### src/tpi_map.svh
// register offsets, field positions, reset values and decode constants
`ifndef TPI_MAP_SVH
`define TPI_MAP_SVH
// ----------------------------------------------------------------
// register map
// ----------------------------------------------------------------
`define TPI_REG_CTRL 8'h00
`define TPI_REG_STATUS 8'h04
`define TPI_REG_COUNT 8'h08
`define TPI_CTRL_OPCLR 0
`define TPI_CTRL_EOTCLR 1
`define TPI_CTRL_LANE_LO 4
`define TPI_ST_CAUSE_LO 8
`define TPI_ST_EOT 12
`define TPI_ST_BUSY 13
`define TPI_ST_HALT 14
`define TPI_LANE_RST 4'h0
`define TPI_RESP_OKAY 2'b00
`define TPI_RESP_SLVERR 2'b10
// ----------------------------------------------------------------
// instruction decode
// ----------------------------------------------------------------
`define TPI_OP_POSITION 8'h58
`define TPI_BLKLEN_LO 8'h02
`define TPI_BLKLEN_HI 8'h09
`define TPI_VAR_BWD 4'h1
`define TPI_VAR_END 4'h2
`define TPI_VAR_EOT 4'h1
`define TPI_ZERO_COUNT 4'ha
// ----------------------------------------------------------------
// tape pin positions in the synchroniser vector
// ----------------------------------------------------------------
`define TPI_NPIN 9
`define TPI_PIN_READY 0
`define TPI_PIN_RING 1
`define TPI_PIN_PREFACE 2
`define TPI_PIN_BLANK 3
`define TPI_PIN_EOTBLK 4
`define TPI_PIN_MISMATCH 5
`define TPI_PIN_WRITTEN 6
`define TPI_PIN_EOTMARK 7
`define TPI_PIN_BOTMARK 8
`endif

### src/tpi_pkg.sv
// shared types of the tape positioning and interrogate block
package tpi_pkg;
  // controller states, one-hot
  typedef enum logic [7:0] {
    TPI_IDLE = 8'h01,
    TPI_OVW = 8'h02,
    TPI_POS_F = 8'h04,
    TPI_POS_B = 8'h08,
    TPI_END_F = 8'h10,
    TPI_END_B = 8'h20,
    TPI_HUNG = 8'h40,
    TPI_ALARM = 8'h80
  } tpi_state_e;
  // alarm stop causes kept for the operator
  typedef enum logic [3:0] {
    TPI_CAUSE_NONE = 4'h0,
    TPI_CAUSE_BLKLEN = 4'h1,
    TPI_CAUSE_NOTWRITE = 4'h2,
    TPI_CAUSE_NOTREADY = 4'h3,
    TPI_CAUSE_MISMATCH = 4'h4,
    TPI_CAUSE_EOT = 4'h5
  } tpi_cause_e;
endpackage

### src/tpi_axil.sv
// axi4-lite register slave feeding the tape controller
`timescale 1ns/1ps
`default_nettype none
`include "tpi_map.svh"
module tpi_axil (
  // clock and reset
  input wire logic clk,
  input wire logic rst_n,
  input wire logic ce,
  // axi4-lite
  input wire logic [7:0] s_axi_awaddr,
  input wire logic s_axi_awvalid,
  output logic s_axi_awready,
  input wire logic [31:0] s_axi_wdata,
  input wire logic [3:0] s_axi_wstrb,
  input wire logic s_axi_wvalid,
  output logic s_axi_wready,
  output logic [1:0] s_axi_bresp,
  output logic s_axi_bvalid,
  input wire logic s_axi_bready,
  input wire logic [7:0] s_axi_araddr,
  input wire logic s_axi_arvalid,
  output logic s_axi_arready,
  output logic [31:0] s_axi_rdata,
  output logic [1:0] s_axi_rresp,
  output logic s_axi_rvalid,
  input wire logic s_axi_rready,
  // register side
  output logic wr_en,
  output logic [7:0] wr_addr,
  output logic [31:0] wr_data,
  output logic [3:0] wr_strb,
  input wire logic wr_err,
  input wire logic [31:0] rd_data,
  input wire logic rd_err
);
  typedef struct packed {
    logic aw_held;
    logic w_held;
    logic [7:0] awaddr;
    logic [31:0] wdata;
    logic [3:0] wstrb;
    logic bvalid;
    logic [1:0] bresp;
    logic rvalid;
    logic [31:0] rdata;
    logic [1:0] rresp;
    logic awready;
    logic wready;
    logic arready;
  } tpi_axil_s;
  tpi_axil_s st, next_st;

  // write fires once both halves are held and no response is pending
  assign wr_en = st.aw_held & st.w_held & ~st.bvalid;
  assign wr_addr = st.awaddr;
  assign wr_data = st.wdata;
  assign wr_strb = st.wstrb;

  // channel handshakes; address and data may come in either order
  always_comb begin
    next_st = st;
    if (st.bvalid && s_axi_bready) begin
      next_st.bvalid = 1'b0;
    end
    if (st.rvalid && s_axi_rready) begin
      next_st.rvalid = 1'b0;
    end
    if (s_axi_awvalid && st.awready) begin
      next_st.aw_held = 1'b1;
      next_st.awaddr = s_axi_awaddr;
    end
    if (s_axi_wvalid && st.wready) begin
      next_st.w_held = 1'b1;
      next_st.wdata = s_axi_wdata;
      next_st.wstrb = s_axi_wstrb;
    end
    if (wr_en) begin
      next_st.aw_held = 1'b0;
      next_st.w_held = 1'b0;
      next_st.bvalid = 1'b1;
      next_st.bresp = wr_err ? `TPI_RESP_SLVERR : `TPI_RESP_OKAY;
    end
    if (s_axi_arvalid && st.arready) begin
      next_st.rvalid = 1'b1;
      next_st.rdata = rd_data;
      next_st.rresp = rd_err ? `TPI_RESP_SLVERR : `TPI_RESP_OKAY;
    end
    // ready flags registered so the ports come from flops
    next_st.awready = ~next_st.aw_held & ~next_st.bvalid;
    next_st.wready = ~next_st.w_held & ~next_st.bvalid;
    next_st.arready = ~next_st.rvalid;
  end

  // state register
  always_ff @(posedge clk or negedge rst_n) begin
    if (!rst_n) begin
      st <= '0;
    end else if (ce) begin
      st <= next_st;
    end
  end

  assign s_axi_awready = st.awready;
  assign s_axi_wready = st.wready;
  assign s_axi_bresp = st.bresp;
  assign s_axi_bvalid = st.bvalid;
  assign s_axi_arready = st.arready;
  assign s_axi_rdata = st.rdata;
  assign s_axi_rresp = st.rresp;
  assign s_axi_rvalid = st.rvalid;
endmodule
`default_nettype wire

### src/tpi_core.sv
// tape instruction execution: overwrite closing, positioning, interrogate
`timescale 1ns/1ps
`default_nettype none
`include "tpi_map.svh"
module tpi_core
  import tpi_pkg::*;
#(
  parameter logic [7:0] OVW_OP = 8'h01, // arbitrary op code
  parameter logic [7:0] IRG_OP = 8'h02, // arbitrary op code
  parameter int LW = 4
) (
  // clock, reset, enable
  input wire logic clk,
  input wire logic rst_n,
  input wire logic ce,
  // instruction sequencer
  input wire logic instr_valid,
  output logic instr_ready,
  input wire logic [3:0] instr_sign,
  input wire logic [3:0] instr_unit,
  input wire logic [7:0] instr_d34,
  input wire logic [3:0] instr_count,
  input wire logic [3:0] instr_var,
  input wire logic [7:0] instr_op,
  input wire logic [15:0] instr_addr,
  input wire logic [15:0] b_reg,
  output logic done,
  output logic branch,
  output logic [15:0] branch_addr,
  output logic halt,
  // tape unit pins
  input wire logic unit_ready,
  input wire logic write_ring,
  input wire logic preface_seen,
  input wire logic blank_long,
  input wire logic eot_block,
  input wire logic preface_mismatch,
  input wire logic block_written,
  input wire logic eot_marker,
  input wire logic bot_marker,
  output logic [3:0] unit_sel,
  output logic [LW-1:0] lane,
  output logic move_fwd,
  output logic move_bwd,
  output logic write_en,
  // axi4-lite
  input wire logic [7:0] s_axi_awaddr,
  input wire logic s_axi_awvalid,
  output logic s_axi_awready,
  input wire logic [31:0] s_axi_wdata,
  input wire logic [3:0] s_axi_wstrb,
  input wire logic s_axi_wvalid,
  output logic s_axi_wready,
  output logic [1:0] s_axi_bresp,
  output logic s_axi_bvalid,
  input wire logic s_axi_bready,
  input wire logic [7:0] s_axi_araddr,
  input wire logic s_axi_arvalid,
  output logic s_axi_arready,
  output logic [31:0] s_axi_rdata,
  output logic [1:0] s_axi_rresp,
  output logic s_axi_rvalid,
  input wire logic s_axi_rready
);
  typedef struct packed {
    tpi_state_e state;
    tpi_cause_e cause;
    logic [3:0] remaining;
    logic eot_ind;
    logic [LW-1:0] lane;
    logic [3:0] unit;
    logic [`TPI_NPIN-1:0] s1;
    logic [`TPI_NPIN-1:0] s2;
    logic [`TPI_NPIN-1:0] s3;
    logic instr_ready;
    logic done;
    logic branch;
    logic [15:0] branch_addr;
    logic halt;
    logic fwd;
    logic bwd;
    logic we;
  } tpi_core_s;
  tpi_core_s st, next_st;

  // ----------------------------------------------------------------
  // helpers
  // ----------------------------------------------------------------
  // zero count stands for ten blocks
  function automatic logic [3:0] blocks(input logic [3:0] n);
    blocks = (n == 4'h0) ? `TPI_ZERO_COUNT : n;
  endfunction

  // effective address with optional index
  function automatic logic [15:0] eff_addr(input logic [3:0] sg,
      input logic [15:0] a, input logic [15:0] b);
    eff_addr = sg[0] ? 16'(a + b) : a;
  endfunction

  logic wr_en;
  logic [7:0] wr_addr;
  logic [31:0] wr_data;
  logic [3:0] wr_strb;
  logic wr_err;
  logic [31:0] rd_data;
  logic rd_err;
  logic [`TPI_NPIN-1:0] pins;
  logic [`TPI_NPIN-1:0] lvl;
  logic [`TPI_NPIN-1:0] ev;
  logic idle;
  logic take;
  logic is_irg;
  logic is_pos;
  logic is_ovw;
  logic bad_len;

  // pins gathered so one synchroniser chain serves them all
  assign pins = {bot_marker, eot_marker, block_written, preface_mismatch,
                 eot_block, blank_long, preface_seen, write_ring, unit_ready};
  // second stage is the first one logic may read
  assign lvl = st.s2;
  assign ev = st.s2 & ~st.s3;

  // ----------------------------------------------------------------
  // instruction acceptance
  // ----------------------------------------------------------------
  // interrogate is answered in every state but alarm; tape motion only starts from idle
  assign idle = (st.state == TPI_IDLE);
  assign is_irg = (instr_op == IRG_OP);
  assign is_pos = (instr_op == `TPI_OP_POSITION);
  assign is_ovw = (instr_op == OVW_OP);
  assign take = instr_valid & st.instr_ready & (is_irg | (idle & (is_pos | is_ovw)));
  assign bad_len = (instr_d34 >= `TPI_BLKLEN_LO) && (instr_d34 <= `TPI_BLKLEN_HI);

  // register read decode; unmapped words answer an error
  always_comb begin
    rd_data = 32'h0;
    rd_err = 1'b0;
    wr_err = ~((wr_addr == `TPI_REG_CTRL) | (wr_addr == `TPI_REG_STATUS)
               | (wr_addr == `TPI_REG_COUNT));
    unique case (s_axi_araddr)
      `TPI_REG_CTRL: rd_data[`TPI_CTRL_LANE_LO +: LW] = st.lane;
      `TPI_REG_STATUS: begin
        rd_data[7:0] = st.state;
        rd_data[`TPI_ST_CAUSE_LO +: 4] = st.cause;
        rd_data[`TPI_ST_EOT] = st.eot_ind;
        rd_data[`TPI_ST_BUSY] = ~idle;
        rd_data[`TPI_ST_HALT] = st.halt;
      end
      `TPI_REG_COUNT: rd_data[3:0] = st.remaining;
      default: rd_err = 1'b1;
    endcase
  end

  // ----------------------------------------------------------------
  // next state
  // ----------------------------------------------------------------
  always_comb begin
    next_st = st;
    next_st.s1 = pins;
    next_st.s2 = st.s1;
    next_st.s3 = st.s2;
    next_st.done = 1'b0;
    next_st.branch = 1'b0;
    // software writes come first so a same-cycle hardware set wins
    if (wr_en && wr_strb[0] && wr_addr == `TPI_REG_CTRL) begin
      next_st.lane = wr_data[`TPI_CTRL_LANE_LO +: LW];
      if (wr_data[`TPI_CTRL_EOTCLR]) begin
        next_st.eot_ind = 1'b0;
      end
      // operator intervention releases a hung or stopped unit
      if (wr_data[`TPI_CTRL_OPCLR] && (st.state == TPI_HUNG || st.state == TPI_ALARM)) begin
        next_st.state = TPI_IDLE;
        next_st.cause = TPI_CAUSE_NONE;
        next_st.fwd = 1'b0;
        next_st.bwd = 1'b0;
        next_st.we = 1'b0;
      end
    end
    if (take) begin
      next_st.unit = instr_unit;
    end
    // interrogate never steals a cycle from the tape sequencing below
    if (take && is_irg) begin
      next_st.done = 1'b1;
      next_st.branch_addr = eff_addr(instr_sign, instr_addr, b_reg);
      if (instr_var == `TPI_VAR_EOT) begin
        next_st.branch = st.eot_ind;
      end else begin
        next_st.branch = idle & lvl[`TPI_PIN_READY];
      end
    end
    // tape ops start only from idle, where the case below has nothing to do
    if (take && !is_irg) begin
      if (is_pos) begin
        next_st.remaining = blocks(instr_count);
        if (instr_var == `TPI_VAR_BWD) begin
          next_st.state = TPI_POS_B;
          next_st.bwd = 1'b1;
        end else if (instr_var == `TPI_VAR_END) begin
          next_st.state = TPI_END_F;
          next_st.fwd = 1'b1;
        end else begin
          next_st.state = TPI_POS_F;
          next_st.fwd = 1'b1;
        end
      end else begin
        next_st.remaining = blocks(instr_count);
        // length check before any motion so the head stays where it was
        if (bad_len) begin
          next_st.state = TPI_ALARM;
          next_st.cause = TPI_CAUSE_BLKLEN;
        end else if (!lvl[`TPI_PIN_READY]) begin
          next_st.state = TPI_ALARM;
          next_st.cause = TPI_CAUSE_NOTREADY;
        end else if (!lvl[`TPI_PIN_RING]) begin
          next_st.state = TPI_ALARM;
          next_st.cause = TPI_CAUSE_NOTWRITE;
        end else begin
          next_st.state = TPI_OVW;
          next_st.fwd = 1'b1;
          next_st.we = 1'b1;
        end
      end
    end else begin
      unique case (st.state)
        // control blocks and blank tape raise no event here
        TPI_OVW: begin
          if (ev[`TPI_PIN_EOTMARK]) begin
            next_st.state = TPI_ALARM;
            next_st.cause = TPI_CAUSE_EOT;
          end else if (ev[`TPI_PIN_MISMATCH]) begin
            if (lvl[`TPI_PIN_EOTBLK]) begin
              next_st.state = TPI_IDLE;
              next_st.eot_ind = 1'b1;
              next_st.done = 1'b1;
            end else begin
              next_st.state = TPI_ALARM;
              next_st.cause = TPI_CAUSE_MISMATCH;
            end
          end else if (ev[`TPI_PIN_WRITTEN]) begin
            next_st.remaining = st.remaining - 4'h1;
            if (st.remaining == 4'h1) begin
              next_st.state = TPI_IDLE;
              next_st.done = 1'b1;
            end
          end
        end
        // any preface counts, whatever kind of block it heads
        TPI_POS_F, TPI_POS_B: begin
          if ((st.state == TPI_POS_F && ev[`TPI_PIN_EOTMARK])
              || (st.state == TPI_POS_B && ev[`TPI_PIN_BOTMARK])) begin
            next_st.state = TPI_HUNG;
          end else if (ev[`TPI_PIN_PREFACE]) begin
            next_st.remaining = st.remaining - 4'h1;
            if (st.remaining == 4'h1) begin
              next_st.state = TPI_IDLE;
              next_st.done = 1'b1;
            end
          end
        end
        TPI_END_F: begin
          if (ev[`TPI_PIN_EOTMARK]) begin
            next_st.state = TPI_ALARM;
            next_st.cause = TPI_CAUSE_EOT;
          end else if (ev[`TPI_PIN_BLANK]) begin
            next_st.state = TPI_END_B;
          end
        end
        TPI_END_B: begin
          if (ev[`TPI_PIN_PREFACE]) begin
            next_st.state = TPI_IDLE;
            next_st.done = 1'b1;
          end
        end
        TPI_IDLE, TPI_HUNG, TPI_ALARM: begin
        end
      endcase
    end
    // motion follows the state; hung and stopped units stand still
    next_st.fwd = next_st.state inside {TPI_OVW, TPI_POS_F, TPI_END_F};
    next_st.bwd = next_st.state inside {TPI_POS_B, TPI_END_B};
    next_st.we = (next_st.state == TPI_OVW);
    next_st.halt = (next_st.state == TPI_ALARM);
    next_st.instr_ready = (next_st.state != TPI_ALARM);
  end

  // state register
  always_ff @(posedge clk or negedge rst_n) begin
    if (!rst_n) begin
      st <= '{state: TPI_IDLE, cause: TPI_CAUSE_NONE, lane: `TPI_LANE_RST, default: '0};
    end else if (ce) begin
      st <= next_st;
    end
  end

  // ----------------------------------------------------------------
  // register slave
  // ----------------------------------------------------------------
  tpi_axil u_axil (
    .clk(clk),
    .rst_n(rst_n),
    .ce(ce),
    .s_axi_awaddr(s_axi_awaddr),
    .s_axi_awvalid(s_axi_awvalid),
    .s_axi_awready(s_axi_awready),
    .s_axi_wdata(s_axi_wdata),
    .s_axi_wstrb(s_axi_wstrb),
    .s_axi_wvalid(s_axi_wvalid),
    .s_axi_wready(s_axi_wready),
    .s_axi_bresp(s_axi_bresp),
    .s_axi_bvalid(s_axi_bvalid),
    .s_axi_bready(s_axi_bready),
    .s_axi_araddr(s_axi_araddr),
    .s_axi_arvalid(s_axi_arvalid),
    .s_axi_arready(s_axi_arready),
    .s_axi_rdata(s_axi_rdata),
    .s_axi_rresp(s_axi_rresp),
    .s_axi_rvalid(s_axi_rvalid),
    .s_axi_rready(s_axi_rready),
    .wr_en(wr_en),
    .wr_addr(wr_addr),
    .wr_data(wr_data),
    .wr_strb(wr_strb),
    .wr_err(wr_err),
    .rd_data(rd_data),
    .rd_err(rd_err)
  );

  assign instr_ready = st.instr_ready;
  assign done = st.done;
  assign branch = st.branch;
  assign branch_addr = st.branch_addr;
  assign halt = st.halt;
  assign unit_sel = st.unit;
  assign lane = st.lane;
  assign move_fwd = st.fwd;
  assign move_bwd = st.bwd;
  assign write_en = st.we;

  // ----------------------------------------------------------------
  // checks
  // ----------------------------------------------------------------
  logic [15:0] mod_sum;
  logic rdy_now;
  assign mod_sum = 16'(instr_addr + b_reg);
  assign rdy_now = idle & lvl[`TPI_PIN_READY];
endmodule
`default_nettype wire

### config.mk
export PLATFORM = sky130hd
export DESIGN_NAME = tpi_core
export DESIGN_NICKNAME = d
export VERILOG_FILES = /design/src/tpi_pkg.sv /design/src/tpi_axil.sv /design/src/tpi_core.sv
export VERILOG_INCLUDE_DIRS = /design/src /design/src/src
export SDC_FILE = /design/constraint.sdc
export NUM_CORES = 1
export LEC_CHECK = 0
export BUFFER_PORTS_ARGS = -buffer_cell sky130_fd_sc_hd__buf_2
export CAP_MARGIN = 20
export CORE_ASPECT_RATIO = 0.9
export CORE_MARGIN = 3
export CORE_UTILIZATION = 55
export CTS_CLUSTER_SIZE = 10
export DETAILED_ROUTE_END_ITERATION = 10
export PLACE_DENSITY_LB_ADDON = 0.05
export SETUP_SLACK_MARGIN = 0.2
export SLEW_MARGIN = 20
export SYNTH_ARGS = -nofsm -noshare
export SYNTH_HDL_FRONTEND = slang
export SYNTH_HIERARCHICAL = 1
export SYNTH_SLANG_ARGS = --single-unit
### constraint.sdc
create_clock -name clk -period 3.7 [get_ports clk]
set_input_delay 0.37 -clock clk [delete_from_list [all_inputs] [get_ports clk]]
set_output_delay 0.37 -clock clk [all_outputs]
set_load 0.005 [all_outputs]
# Word-level counts from Yosys, hierarchy flattened
# Index checks and enable logic that the tools add are counted.
[word_totals]
reg_bits = 118
latchBits = 0
ram_bits = 0
romBits = 0
in_bits = 134
n_memories = 0
[op_classes]
n_addsub = 2
multipliers = 0
div_mod_pow = 0
magnitude_cmp = 2
n_eq_ne = 30
shifts = 0
muxes = 64
n_bitwise = 20
reduce_logical = 32
[ops]
columns = ["op", "count"]
rows = [
  ["8-bit two-way mux", 12],
  ["12-bit two-way mux", 5],
  ["4-bit two-way mux", 10],
  ["35-bit two-way mux", 1],
  ["8-bit by 3-bit == test with 1-bit output, second input constant", 4],
  ["8-bit by 4-bit == test with 1-bit output, second input constant", 4],
  ["16-bit two-way mux", 2],
  ["4-bit one-hot mux with 2 select lines", 4],
  ["8-bit one-hot mux with 4 select lines", 1],
  ["8-bit by 2-bit == test with 1-bit output, second input constant", 3],
  ["1-bit two-way mux", 19],
  ["18-bit two-way mux", 1],
  ["16-bit adder", 1],
  ["8-bit by 1-bit == test with 1-bit output, second input constant", 2],
  ["8-bit by 5-bit == test with 1-bit output, second input constant", 2],
  ["8-bit by 6-bit == test with 1-bit output, second input constant", 2],
  ["8-bit by 7-bit == test with 1-bit output, second input constant", 2],
  ["8-bit == test, second input constant", 2],
  ["8-bit logical NOT", 2],
  ["5-bit two-way mux", 3],
  ["3-bit != test, second input constant", 5],
  ["2-bit AND reduction", 7],
  ["1-bit logical AND", 13],
  ["9-bit AND", 1],
  ["other kinds (22)", 42],
]

# Logic depth before layout (Yosys ltp)
# Gate-level depths: netlist of the first run.
[depth]
depth_word = 13
mapped_depth = 11
ltp_nobuf = 11

# By module
# Netlist of the first run, hierarchy kept.
[by_module_without_submodules]
columns = ["mod", "n_inst", "cells_per_inst", "area_each_um2", "seq_area_each_um2"]
rows = [
  ["tpi_core", 1, 519, 4868.4, 1803.0],
  ["tpi_axil", 1, 277, 3813.7, 2127.0],
]

# Least setup slack after synthesis of the first run
# Ideal clock, no wire load.
[synth_timing]
path_type = "reg-to-reg"
from = "register u_axil.st (netlist bit u_axil/wr_addr[1])"
to = "register st (netlist bit instr_ready)"
arrival_time_ps = 2643
path_slack_ps = 938
stages_incl_launch_ff = 11
path_cell_list = "dfrtp_1 > buf_4 > nor4_1 > nand3_1 > or4_1 > clkbuf_1 > a21o_1 > a21oi_1 > nand2_1 > or4_4 > o21a_1"
[synth_via]
elab_chain_len = 10
elab_cells_between_ends = 15
[synth_lines]
columns = ["element", "line_no", "text"]
rows = [
  ["from (decl)", "tpi_axil.sv:52", "tpi_axil_s st, next_st;"],
  ["from (signal assigned)", "tpi_axil.sv:100", "st <= next_st;"],
  ["8-bit logical NOT (no source line) (*)", "-", ""],
  ["1-bit logical AND (no source line) (*)", "-", ""],
  ["12-bit two-way mux (*)", "tpi_core.sv:166", "if (wr_en && wr_strb[0] && wr_addr == `TPI_REG_CTRL) begin"],
  ["8-bit two-way mux", "tpi_core.sv:243, tpi_core.sv:256", ""],
  ["8-bit two-way mux", "tpi_core.sv:241", "end else if (ev[`TPI_PIN_WRITTEN]) begin"],
  ["8-bit two-way mux", "tpi_core.sv:232", "end else if (ev[`TPI_PIN_MISMATCH]) begin"],
  ["12-bit two-way mux", "tpi_core.sv:229", "if (ev[`TPI_PIN_EOTMARK]) begin"],
  ["8-bit one-hot mux with 4 select lines (*)", "tpi_core.sv:226", "unique case (st.state)"],
  ["16-bit two-way mux (*)", "tpi_core.sv:194", "if (take && !is_irg) begin"],
  ["8-bit != test (*)", "tpi_core.sv:285", "next_st.instr_ready = (next_st.state != TPI_ALARM);"],
  ["to (signal assigned)", "tpi_core.sv:293", "st <= next_st;"],
  ["to (decl)", "tpi_core.sv:84", "tpi_core_s st, next_st;"],
]
# Every way passes the cells marked *; elsewhere a longest branch is shown, timed or not.
# A chain may end at the register's enable or synchronous reset.

# Worst setup path after layout of the first run
[layout_timing]
from = "register st[68] (netlist bit)"
to = "register st (netlist bit instr_ready)"
[layout_via]
elab_chain_len = 12
elab_cells_between_ends = 32
[layout_lines]
columns = ["element", "line_no", "text"]
rows = [
  ["8-bit by 7-bit == test with 1-bit output or 8-bit == test (tied branches)", "tpi_core.sv:172", "if (wr_data[`TPI_CTRL_OPCLR] && (st.state == TPI_HUNG || st.state == TPI_ALARM)) begin"],
  ["1-bit logical OR", "tpi_core.sv:172", ""],
  ["1-bit logical AND", "tpi_core.sv:172", ""],
  ["12-bit two-way mux", "tpi_core.sv:172", ""],
  ["12-bit two-way mux", "tpi_core.sv:166", ""],
  ["8-bit two-way mux", "tpi_core.sv:243, tpi_core.sv:256", ""],
  ["8-bit two-way mux", "tpi_core.sv:241", ""],
  ["8-bit two-way mux", "tpi_core.sv:232", ""],
  ["12-bit two-way mux", "tpi_core.sv:229", ""],
  ["8-bit one-hot mux with 4 select lines", "tpi_core.sv:226", ""],
  ["16-bit two-way mux (*)", "tpi_core.sv:194", ""],
  ["8-bit != test (*)", "tpi_core.sv:285", ""],
]
# Marked as above.

==> results of run 1 <==
[what timing repair did]
item / CTS / global route
setup endpoints to repair: 0 / 3
hold buffers: 1 / 0
resized for setup: 0 / 1
endpoints found under the hold margin: 67 / 0
[flip-flops by register name, summed over array words and instances, names as in the netlist, 6 cells and up]
register / flops
branch_addr: 16
lvl: 9
next_st: 9
st: 23
u_axil/s_axi_rdata: 32
u_axil/wr_addr: 8
u_axil/wr_data: 6
[layer usage]
| layer | GRT usage | up-vias | share of wire |
|---|---|---|---|
| li1 | - | 2683 | - |
| met1 | 0.2912 | 2670 | 0.43 |
| met2 | 0.3593 | 187 | 0.49 |
| met3 | 0.05716 | 22 | 0.068 |
| met4 | 0.08769 | 0 | 0.017 |
| met5 | 0 | - | 0 |
[area by class of cell]
type	count	area, um^2	share of cell area
clock buffer	23	488.0	0.05703
sequential	128	3204	0.3745
inverter	17	63.81	0.007458
timing repair buffer	179	927.1	0.1084
clock inverter	9	153.9	0.01799
multi-input combinational	476	3513	0.4106
tap	164	205.2	0.02398
[how the worst min path moves through the flow]
stage	cells after the start	slack, ns	to
2_1_floorplan	0	0.07	branch
3_3_place_gp	1	0.41	u_axil/s_axi_rdata[26]
3_5_place_dp	1	0.43	u_axil/s_axi_rdata[23]
4_1_cts	2	0.14	u_axil/s_axi_bvalid
5_1_grt	2	0.14	u_axil/s_axi_bvalid
6_report	2	0.16	u_axil/s_axi_bvalid
[report_power, final]
| group | internal [W] | switching (W) |
|---|---|---|
| combinational | 0.000415 | 0.000363 |
| clock | 0.00120 | 0.000583 |
| sequential | 0.00164 | 0.000190 |
| total | 0.00325 | 0.00114 |
[stage by stage]
step,utilization,cells
after floorplan,-,725
after global placement,0.6108,963
after detailed placement,0.6108,963
after CTS,0.6612,996
after global routing,0.6616,996
final,0.6616,996
[cell usage in the layout, fill, tap and decap left out, drive strengths merged, types with 12 or more instances in the layout]
cell type,instances
nor4,12
inv,17
conb,19
nor2b,14
nand2,27
nor3,13
dfrtp,127
and2,12
nand2b,15
a21oi,38
ha,17
clkbuf,23
o21ai,25
nand3,15
nor2,48
buf,178
mux2,83
==> flow_metrics.py, run 1 <==
metrics = {
    "status": {
        "status": "finished, final reports clean",
    },
    "placement": {
        "place_area_um2": 7899,
        "routabilityCongestion": 0.9727,
        "hpwl_um": 12030,
        "pre_cts_slack_ns": 0.5090,
        "port_buffers": 170,
    },
    "timing": {
        "post-route-min-period_ns": 3.223,
        "fin_crit_sh": 0.8711,
        "hold_slack_ns": 0.1601,
        "fmax_ghz": 0.3103,
        "fin_setup_tns_ns": 0,
        "layout_setup_ws_ns": 0.4769,
        "clock_skew_ns": 0.006797,
        "setup_viol": 0,
        "relSlewSlack": 0.4479,
        "worstMarginPinSlew_ns": 0.8272,
        "final_max_slew_viol_count": 0,
        "rsz0062_at_grt": "no",
        "finalHoldViolations": 0,
    },
    "floorplan": {
        "die_area_um2": 14900,
        "fp-row-count": 39,
        "ioPinCount": 206,
        "die_x_um": 128.3,
        "die_h_um": 116.1,
        "core-area_um2": 12930,
        "initial_core_util": 0.5728,
    },
    "synthesis": {
        "syn_area_um2": 7407,
        "avgSynthCellArea_um2": 10.46,
        "yosysWarnings": 6,
        "synthCells": 708,
    },
    "critical_path": {
        "path_cells": "nor4_2 > nand3b_1 > a222oi_1 > a211oi_2 > a21oi_2 > nand2_2 > or4_4 > o21a_1",
        "critical-path-top-delay-family": "simple AND/OR/NAND/NOR gates",
        "worst_r2r_endpoint": "instr_ready",
        "ff2ff_path_depth": 8,
        "timing.critical_path.buf_inv": 0,
        "slowest_delay_ns": 0.58,
        "startpoint": "st[68]",
        "critPathKind": "flop to flop",
        "cp.arrival_ns": 3.53,
        "worst_ep_required_time_ns": 4.00,
        "worstReg2RegStart": "st[68]",
        "critical_path.endpoint": "instr_ready",
        "cp_max_fo": 11,
        "crit_path_end_kind": "flop",
        "start_kind": "flop",
        "cp_num_cells": 8,
        "rrSetupSlack_ns": 0.48,
        "slowest_stage": "a222oi_1",
    },
    "cells_and_area": {
        "final_area_um2": 8556,
        "fillerInstances": 1039,
        "insertedDiodeCount": 0,
        "drive_above_1_share": 0.3666,
        "syn_to_final_growth_pct": 15.51,
        "layout.nets": 971,
    },
    "clock_tree": {
        "cts_setup_buffers": 0,
        "cts.sinks": 128,
        "numCtsBuffers": 17,
        "clkLatencyLatePin_ns": 0.42,
        "cts_root_buf": "clkbuf_16",
        "cts_tree": "done",
        "clk_pin_slew_ns": 0.05,
        "h-tree-depth": 4,
        "clockBufferDepth": 2,
    },
    "power_and_ir_drop": {
        "peakVddDrop_uv": 479.1,
        "leakage_nw": 4.100,
        "powerDensity_nw_per_um2": 513.0,
        "power_w": 0.004389,
    },
    "detailed_routing": {
        "wire_per_inst_um": 16.35,
        "drt_iter0_drc": 323,
        "first_pass_iters": 6,
        "routed_wl_um": 16290,
        "remaining_drc_errors": 0,
        "vias": 5562,
        "ant_nets": 0,
        "via_per_inst": 5.584,
    },
    "grt": {
        "grt_first_pass_wirelength_um": 26180,
        "grt_max_degree": 70,
        "grt.total_usage": 0.2229,
        "antenna_found_initial": 0,
        "grt_pass1_vias": 5448,
        "grt_overflow": 0,
    },
    "hold_path": {
        "hp-class": "input pin to flop",
        "min-delay-start": "s_axi_bready",
    },
    "flow_run": {
        "drv_cap": 0,
    },
}
No activity file was read; power rests on OpenSTA's default activity.
==> run 2: changes to the inputs <==
- PLACE_DENSITY_LB_ADDON: 0.05 -> 0.2
==> flow_metrics.py, run 2 (same netlist as run 1, synthesis figures left out) <==
metrics = {
    "power_and_ir_drop": {
        "powerDensity_nw_per_um2": 520.1,
        "peakVddDrop_uv": 289.6,
        "leakage_nw": 4.109,
    },
    "critical_path": {
        "cp_max_fo": 11,
        "cp.arrival_ns": 3.49,
        "critical_path.endpoint": "st[62]",
        "ff2ff_path_depth": 7,
        "critPathKind": "flop to flop",
        "start_kind": "flop",
        "worstReg2RegStart": "st[68]",
        "crit_path_end_kind": "flop",
        "worst_ep_required_time_ns": 4.03,
        "rrSetupSlack_ns": 0.54,
        "startpoint": "st[68]",
        "worst_r2r_endpoint": "st[62]",
    },
    "clock_tree": {
        "cts_setup_buffers": 0,
        "h-tree-depth": 4,
        "clockBufferDepth": 2,
        "numCtsBuffers": 17,
        "cts.sinks": 128,
        "cts_root_buf": "clkbuf_16",
        "clk_pin_slew_ns": 0.06,
        "clkLatencyLatePin_ns": 0.42,
        "hold_buffers": 0,
        "cts_tree": "done",
    },
    "cells_and_area": {
        "layout_common_cells": "169 x buf_2, 127 x dfrtp_1, 74 x mux2_2, 48 x nor2_1, 37 x a21oi_1",
        "fin_cells": 996,
        "multiInputGateArea_um2": 3513,
        "final_common_cell": "buf_2",
        "final_area_um2": 8566,
        "syn_to_final_growth_pct": 15.64,
        "drive_above_1_share": 0.3666,
        "insertedDiodeCount": 0,
        "layout.nets": 971,
        "fillerInstances": 1015,
        "seq_area_um2": 3204,
        "utilization": 0.6624,
        "largest_reg_flops": 32,
    },
    "grt": {
        "grt_overflow": 0,
        "antenna_found_initial": 0,
        "grt_first_pass_wirelength_um": 26250,
        "grt_max_degree": 71,
        "grt.total_usage": 0.2224,
        "grt_pass1_vias": 5428,
    },
    "detailed_routing": {
        "routed_wl_um": 16200,
        "wire_per_inst_um": 16.26,
        "via_per_inst": 5.594,
        "ant_nets": 0,
        "vias": 5572,
        "remaining_drc_errors": 0,
        "drt_iter0_drc": 355,
        "first_pass_iters": 5,
    },
    "timing": {
        "finalHoldViolations": 0,
        "post-route-min-period_ns": 3.160,
        "fmax_ghz": 0.3165,
        "worstMarginPinSlew_ns": 0.8369,
        "clock_skew_ns": 0.006530,
        "fin_setup_tns_ns": 0,
        "rsz0062_at_grt": "no",
        "final_max_slew_viol_count": 0,
        "setup_viol": 0,
        "relSlewSlack": 0.4369,
        "fin_crit_sh": 0.8540,
    },
    "floorplan": {
        "ioPinCount": 206,
        "die_area_um2": 14900,
        "die_h_um": 116.1,
        "initial_core_util": 0.5728,
        "core-area_um2": 12930,
        "fp-row-count": 39,
        "die_x_um": 128.3,
    },
    "hold_path": {
        "hp-class": "input pin to asynchronous set/reset pin",
    },
    "placement": {
        "place_area_um2": 7915,
        "routabilityCongestion": 0.9100,
        "place_inst": 964,
        "hpwl_um": 12070,
        "port_buffers": 170,
    },
    "flow_run": {
        "drv_cap": 0,
    },
    "status": {
        "status": "finished, final reports clean",
    },
}
-- run 2: final cells by class --
class / count / area share
multi-input combinational: 476 / 0.4102
clock buffer: 22 / 0.05419
tap: 164 / 0.02396
sequential: 128 / 0.3741
inverter: 17 / 0.007450
clock inverter: 10 / 0.02118
timing repair buffer: 179 / 0.1090
-- run 2: worst max-delay path, stage by stage (launching register included) --
cell	delay [ns]
dfrtp_1	0.52
or4_4	0.63
nor4_1	0.71
o21ai_0	0.26
o211a_1	0.22
o21ai_1	0.43
o21ai_0	0.19
o21ai_0	0.11
-- run 2: worst min-delay path by stage --
stage                                  end  slack [ns]  cells past startpoint
detailed placement                move_bwd        0.47                      2
floorplan                           branch        0.07                      0
global route        u_axil/s_axi_rdata[26]        0.08                      1
CTS                 u_axil/s_axi_rdata[30]        0.05                      1
finish              u_axil/s_axi_rdata[26]        0.02                      1
global placement                    st[66]        0.46                      1
-- run 2: per-layer routing --
metal / track usage / wire length (um) / vias to the layer above
met3: 0.04710 / 933 / 30
met5: 0 / 0 / -
met1: 0.3028 / 7273 / 2662
met4: 0.07709 / 216 / 0
met2: 0.3568 / 7774 / 183
li1: - / - / 2697
-- run 2: per-stage QoR --
step / power, W / worst slack [ns] / hold WS, ns
2_1_floorplan: 0.002537 / 0.9384 / 0.07441
3_3_place_gp: 0.002599 / 0.5650 / 0.4635
3_5_place_dp: 0.002645 / 0.4558 / 0.4699
4_1_cts: 0.004490 / 0.4468 / 0.05119
5_1_grt: 0.004674 / 0.2646 / 0.08125
6_report: 0.004455 / 0.5404 / 0.01716
-- run 2: report_power, final --
part	internal [W]	switching, W
clock network	0.00123	0.000603
logic	0.000418	0.000372
registers	0.00164	0.000193
total	0.00329	0.00117
-- run 2: what timing repair did --
item,4_1_cts,5_1_grt
gates resized for setup,0,1
endpoints found under the setup margin,0,3
hold endpoints to repair,0,0
==> run 3: changes to the inputs <==
- clock period: 3.7 -> 3.8 ns (I/O delays scaled with it)
==> flow_metrics.py, run 3 (same netlist as run 1, synthesis figures left out) <==
metrics = {
    "status": {
        "status": "finished, final reports clean",
    },
    "cells_and_area": {
        "layout_common_cells": "169 x buf_2, 127 x dfrtp_1, 74 x mux2_2, 48 x nor2_1, 37 x a21oi_1",
        "final_area_um2": 8529,
        "largest_reg_flops": 32,
        "insertedDiodeCount": 0,
        "drive_above_1_share": 0.3642,
        "syn_to_final_growth_pct": 15.15,
        "fillerInstances": 1003,
        "final_common_cell": "buf_2",
        "layout.nets": 971,
    },
    "clock_tree": {
        "cts_setup_buffers": 0,
        "clkLatencyLatePin_ns": 0.41,
        "cts_resized": 0,
        "h-tree-depth": 4,
        "hold_buffers": 0,
        "cts_root_buf": "clkbuf_16",
        "cts_tree": "done",
        "numCtsBuffers": 17,
        "cts.sinks": 128,
        "clockBufferDepth": 2,
        "clk_pin_slew_ns": 0.06,
    },
    "timing": {
        "setup_viol": 0,
        "post-route-min-period_ns": 3.259,
        "relSlewSlack": 0.3839,
        "clock_skew_ns": 0.007727,
        "worstMarginPinSlew_ns": 0.9241,
        "rsz0062_at_grt": "no",
        "finalHoldViolations": 0,
        "final_max_slew_viol_count": 0,
        "fin_crit_sh": 0.8577,
        "fmax_ghz": 0.3068,
        "fin_setup_tns_ns": 0,
    },
    "grt": {
        "grt.total_usage": 0.2226,
        "grt_max_degree": 73,
        "antenna_found_initial": 0,
        "grt_overflow": 0,
        "grt_pass1_vias": 5444,
        "grt_first_pass_wirelength_um": 25990,
    },
    "critical_path": {
        "cp.arrival_ns": 3.56,
        "worst_ep_required_time_ns": 4.10,
        "slowest_delay_ns": 0.53,
        "cp_max_fo": 4,
        "critPathKind": "flop to flop",
        "crit_path_end_kind": "flop",
        "slowest_stage": "or4_4",
        "start_kind": "flop",
        "ff2ff_path_depth": 10,
        "path_cells": "inv_1 > ha_1 > nor3b_1 > a2111oi_0 > a222oi_1 > a211oi_2 > a32oi_4 > nand2_2 > or4_4 > o21a_1",
    },
    "floorplan": {
        "ioPinCount": 206,
        "core-area_um2": 12930,
        "initial_core_util": 0.5728,
        "die_x_um": 128.3,
        "die_area_um2": 14900,
        "die_h_um": 116.1,
        "fp-row-count": 39,
    },
    "placement": {
        "hpwl_um": 11990,
        "routabilityCongestion": 0.9027,
        "port_buffers": 170,
        "place_area_um2": 7915,
    },
    "power_and_ir_drop": {
        "powerDensity_nw_per_um2": 496.4,
        "leakage_nw": 4.088,
        "peakVddDrop_uv": 397.1,
    },
    "detailed_routing": {
        "routed_wl_um": 16140,
        "via_per_inst": 5.573,
        "vias": 5551,
        "drt_iter0_drc": 398,
        "first_pass_iters": 6,
        "remaining_drc_errors": 0,
        "ant_nets": 0,
        "wire_per_inst_um": 16.21,
    },
    "hold_path": {
        "hp-class": "input pin to asynchronous set/reset pin",
    },
    "flow_run": {
        "drv_cap": 0,
    },
}
==> run 3: cell type report <==
type	instances	area, um^2	share of cell area
tap	164	205.2	0.02406
clock inverter	10	160.2	0.01878
sequential	128	3204	0.3757
timing repair buffer	179	933.4	0.1094
multi-input combinational	476	3508	0.4113
inverter	17	63.81	0.007481
clock buffer	22	454.2	0.05325
==> run 3: routing by layer <==
layer	up-vias	share of wire	track usage	wire, um
met3	19	0.062	0.05258	995
met1	2681	0.44	0.2929	7164
met4	0	0.015	0.08345	246
met5	-	0	0	0
li1	2680	-	-	-
met2	171	0.48	0.3620	7736
==> run 3: where the power goes <==
| group | internal, W | total, W | switching [W] |
|---|---|---|---|
| clock network | 0.00111 | 0.00169 | 0.000576 |
| logic | 0.000406 | 0.000765 | 0.000358 |
| registers | 0.00160 | 0.00178 | 0.000183 |
==> run 3: through the flow <==
stage / instances / util / worst slack, ns / power (W) / hold WS (ns)
2_1_floorplan: 725 / - / 1.038 / 0.002470 / 0.08441
3_3_place_gp: 964 / 0.6121 / 0.6592 / 0.002529 / 0.4655
3_5_place_dp: 964 / 0.6121 / 0.5470 / 0.002572 / 0.4696
4_1_cts: 996 / 0.6596 / 0.5391 / 0.004282 / 0.1277
5_1_grt: 996 / 0.6596 / 0.3824 / 0.004454 / 0.1551
6_report: 996 / 0.6596 / 0.5406 / 0.004234 / 0.08596
==> run 3: worst max-delay path, delay by kind of cell (launching register included) <==
kind / cells / cell delay [ns]
AOI/OAI and AO/OA: 5 / 1.36
and+or+nand+nor: 3 / 1.14
DFF: 1 / 0.39
adders and majority gates: 1 / 0.16
buffers and inverters: 1 / 0.10
==> run 3: final timing paths <==
check	slack, ns	from	end
max	0.54	st[60]	instr_ready
min	0.09	rst_n	u_axil/s_axi_rdata[29]
max reg2reg	0.54	st[60]	instr_ready
min reg2reg	0.48	move_fwd	move_fwd
max in group asynchronous	2.81	rst_n	st[67]
min in group clk	0.16	s_axi_bready	u_axil/s_axi_bvalid
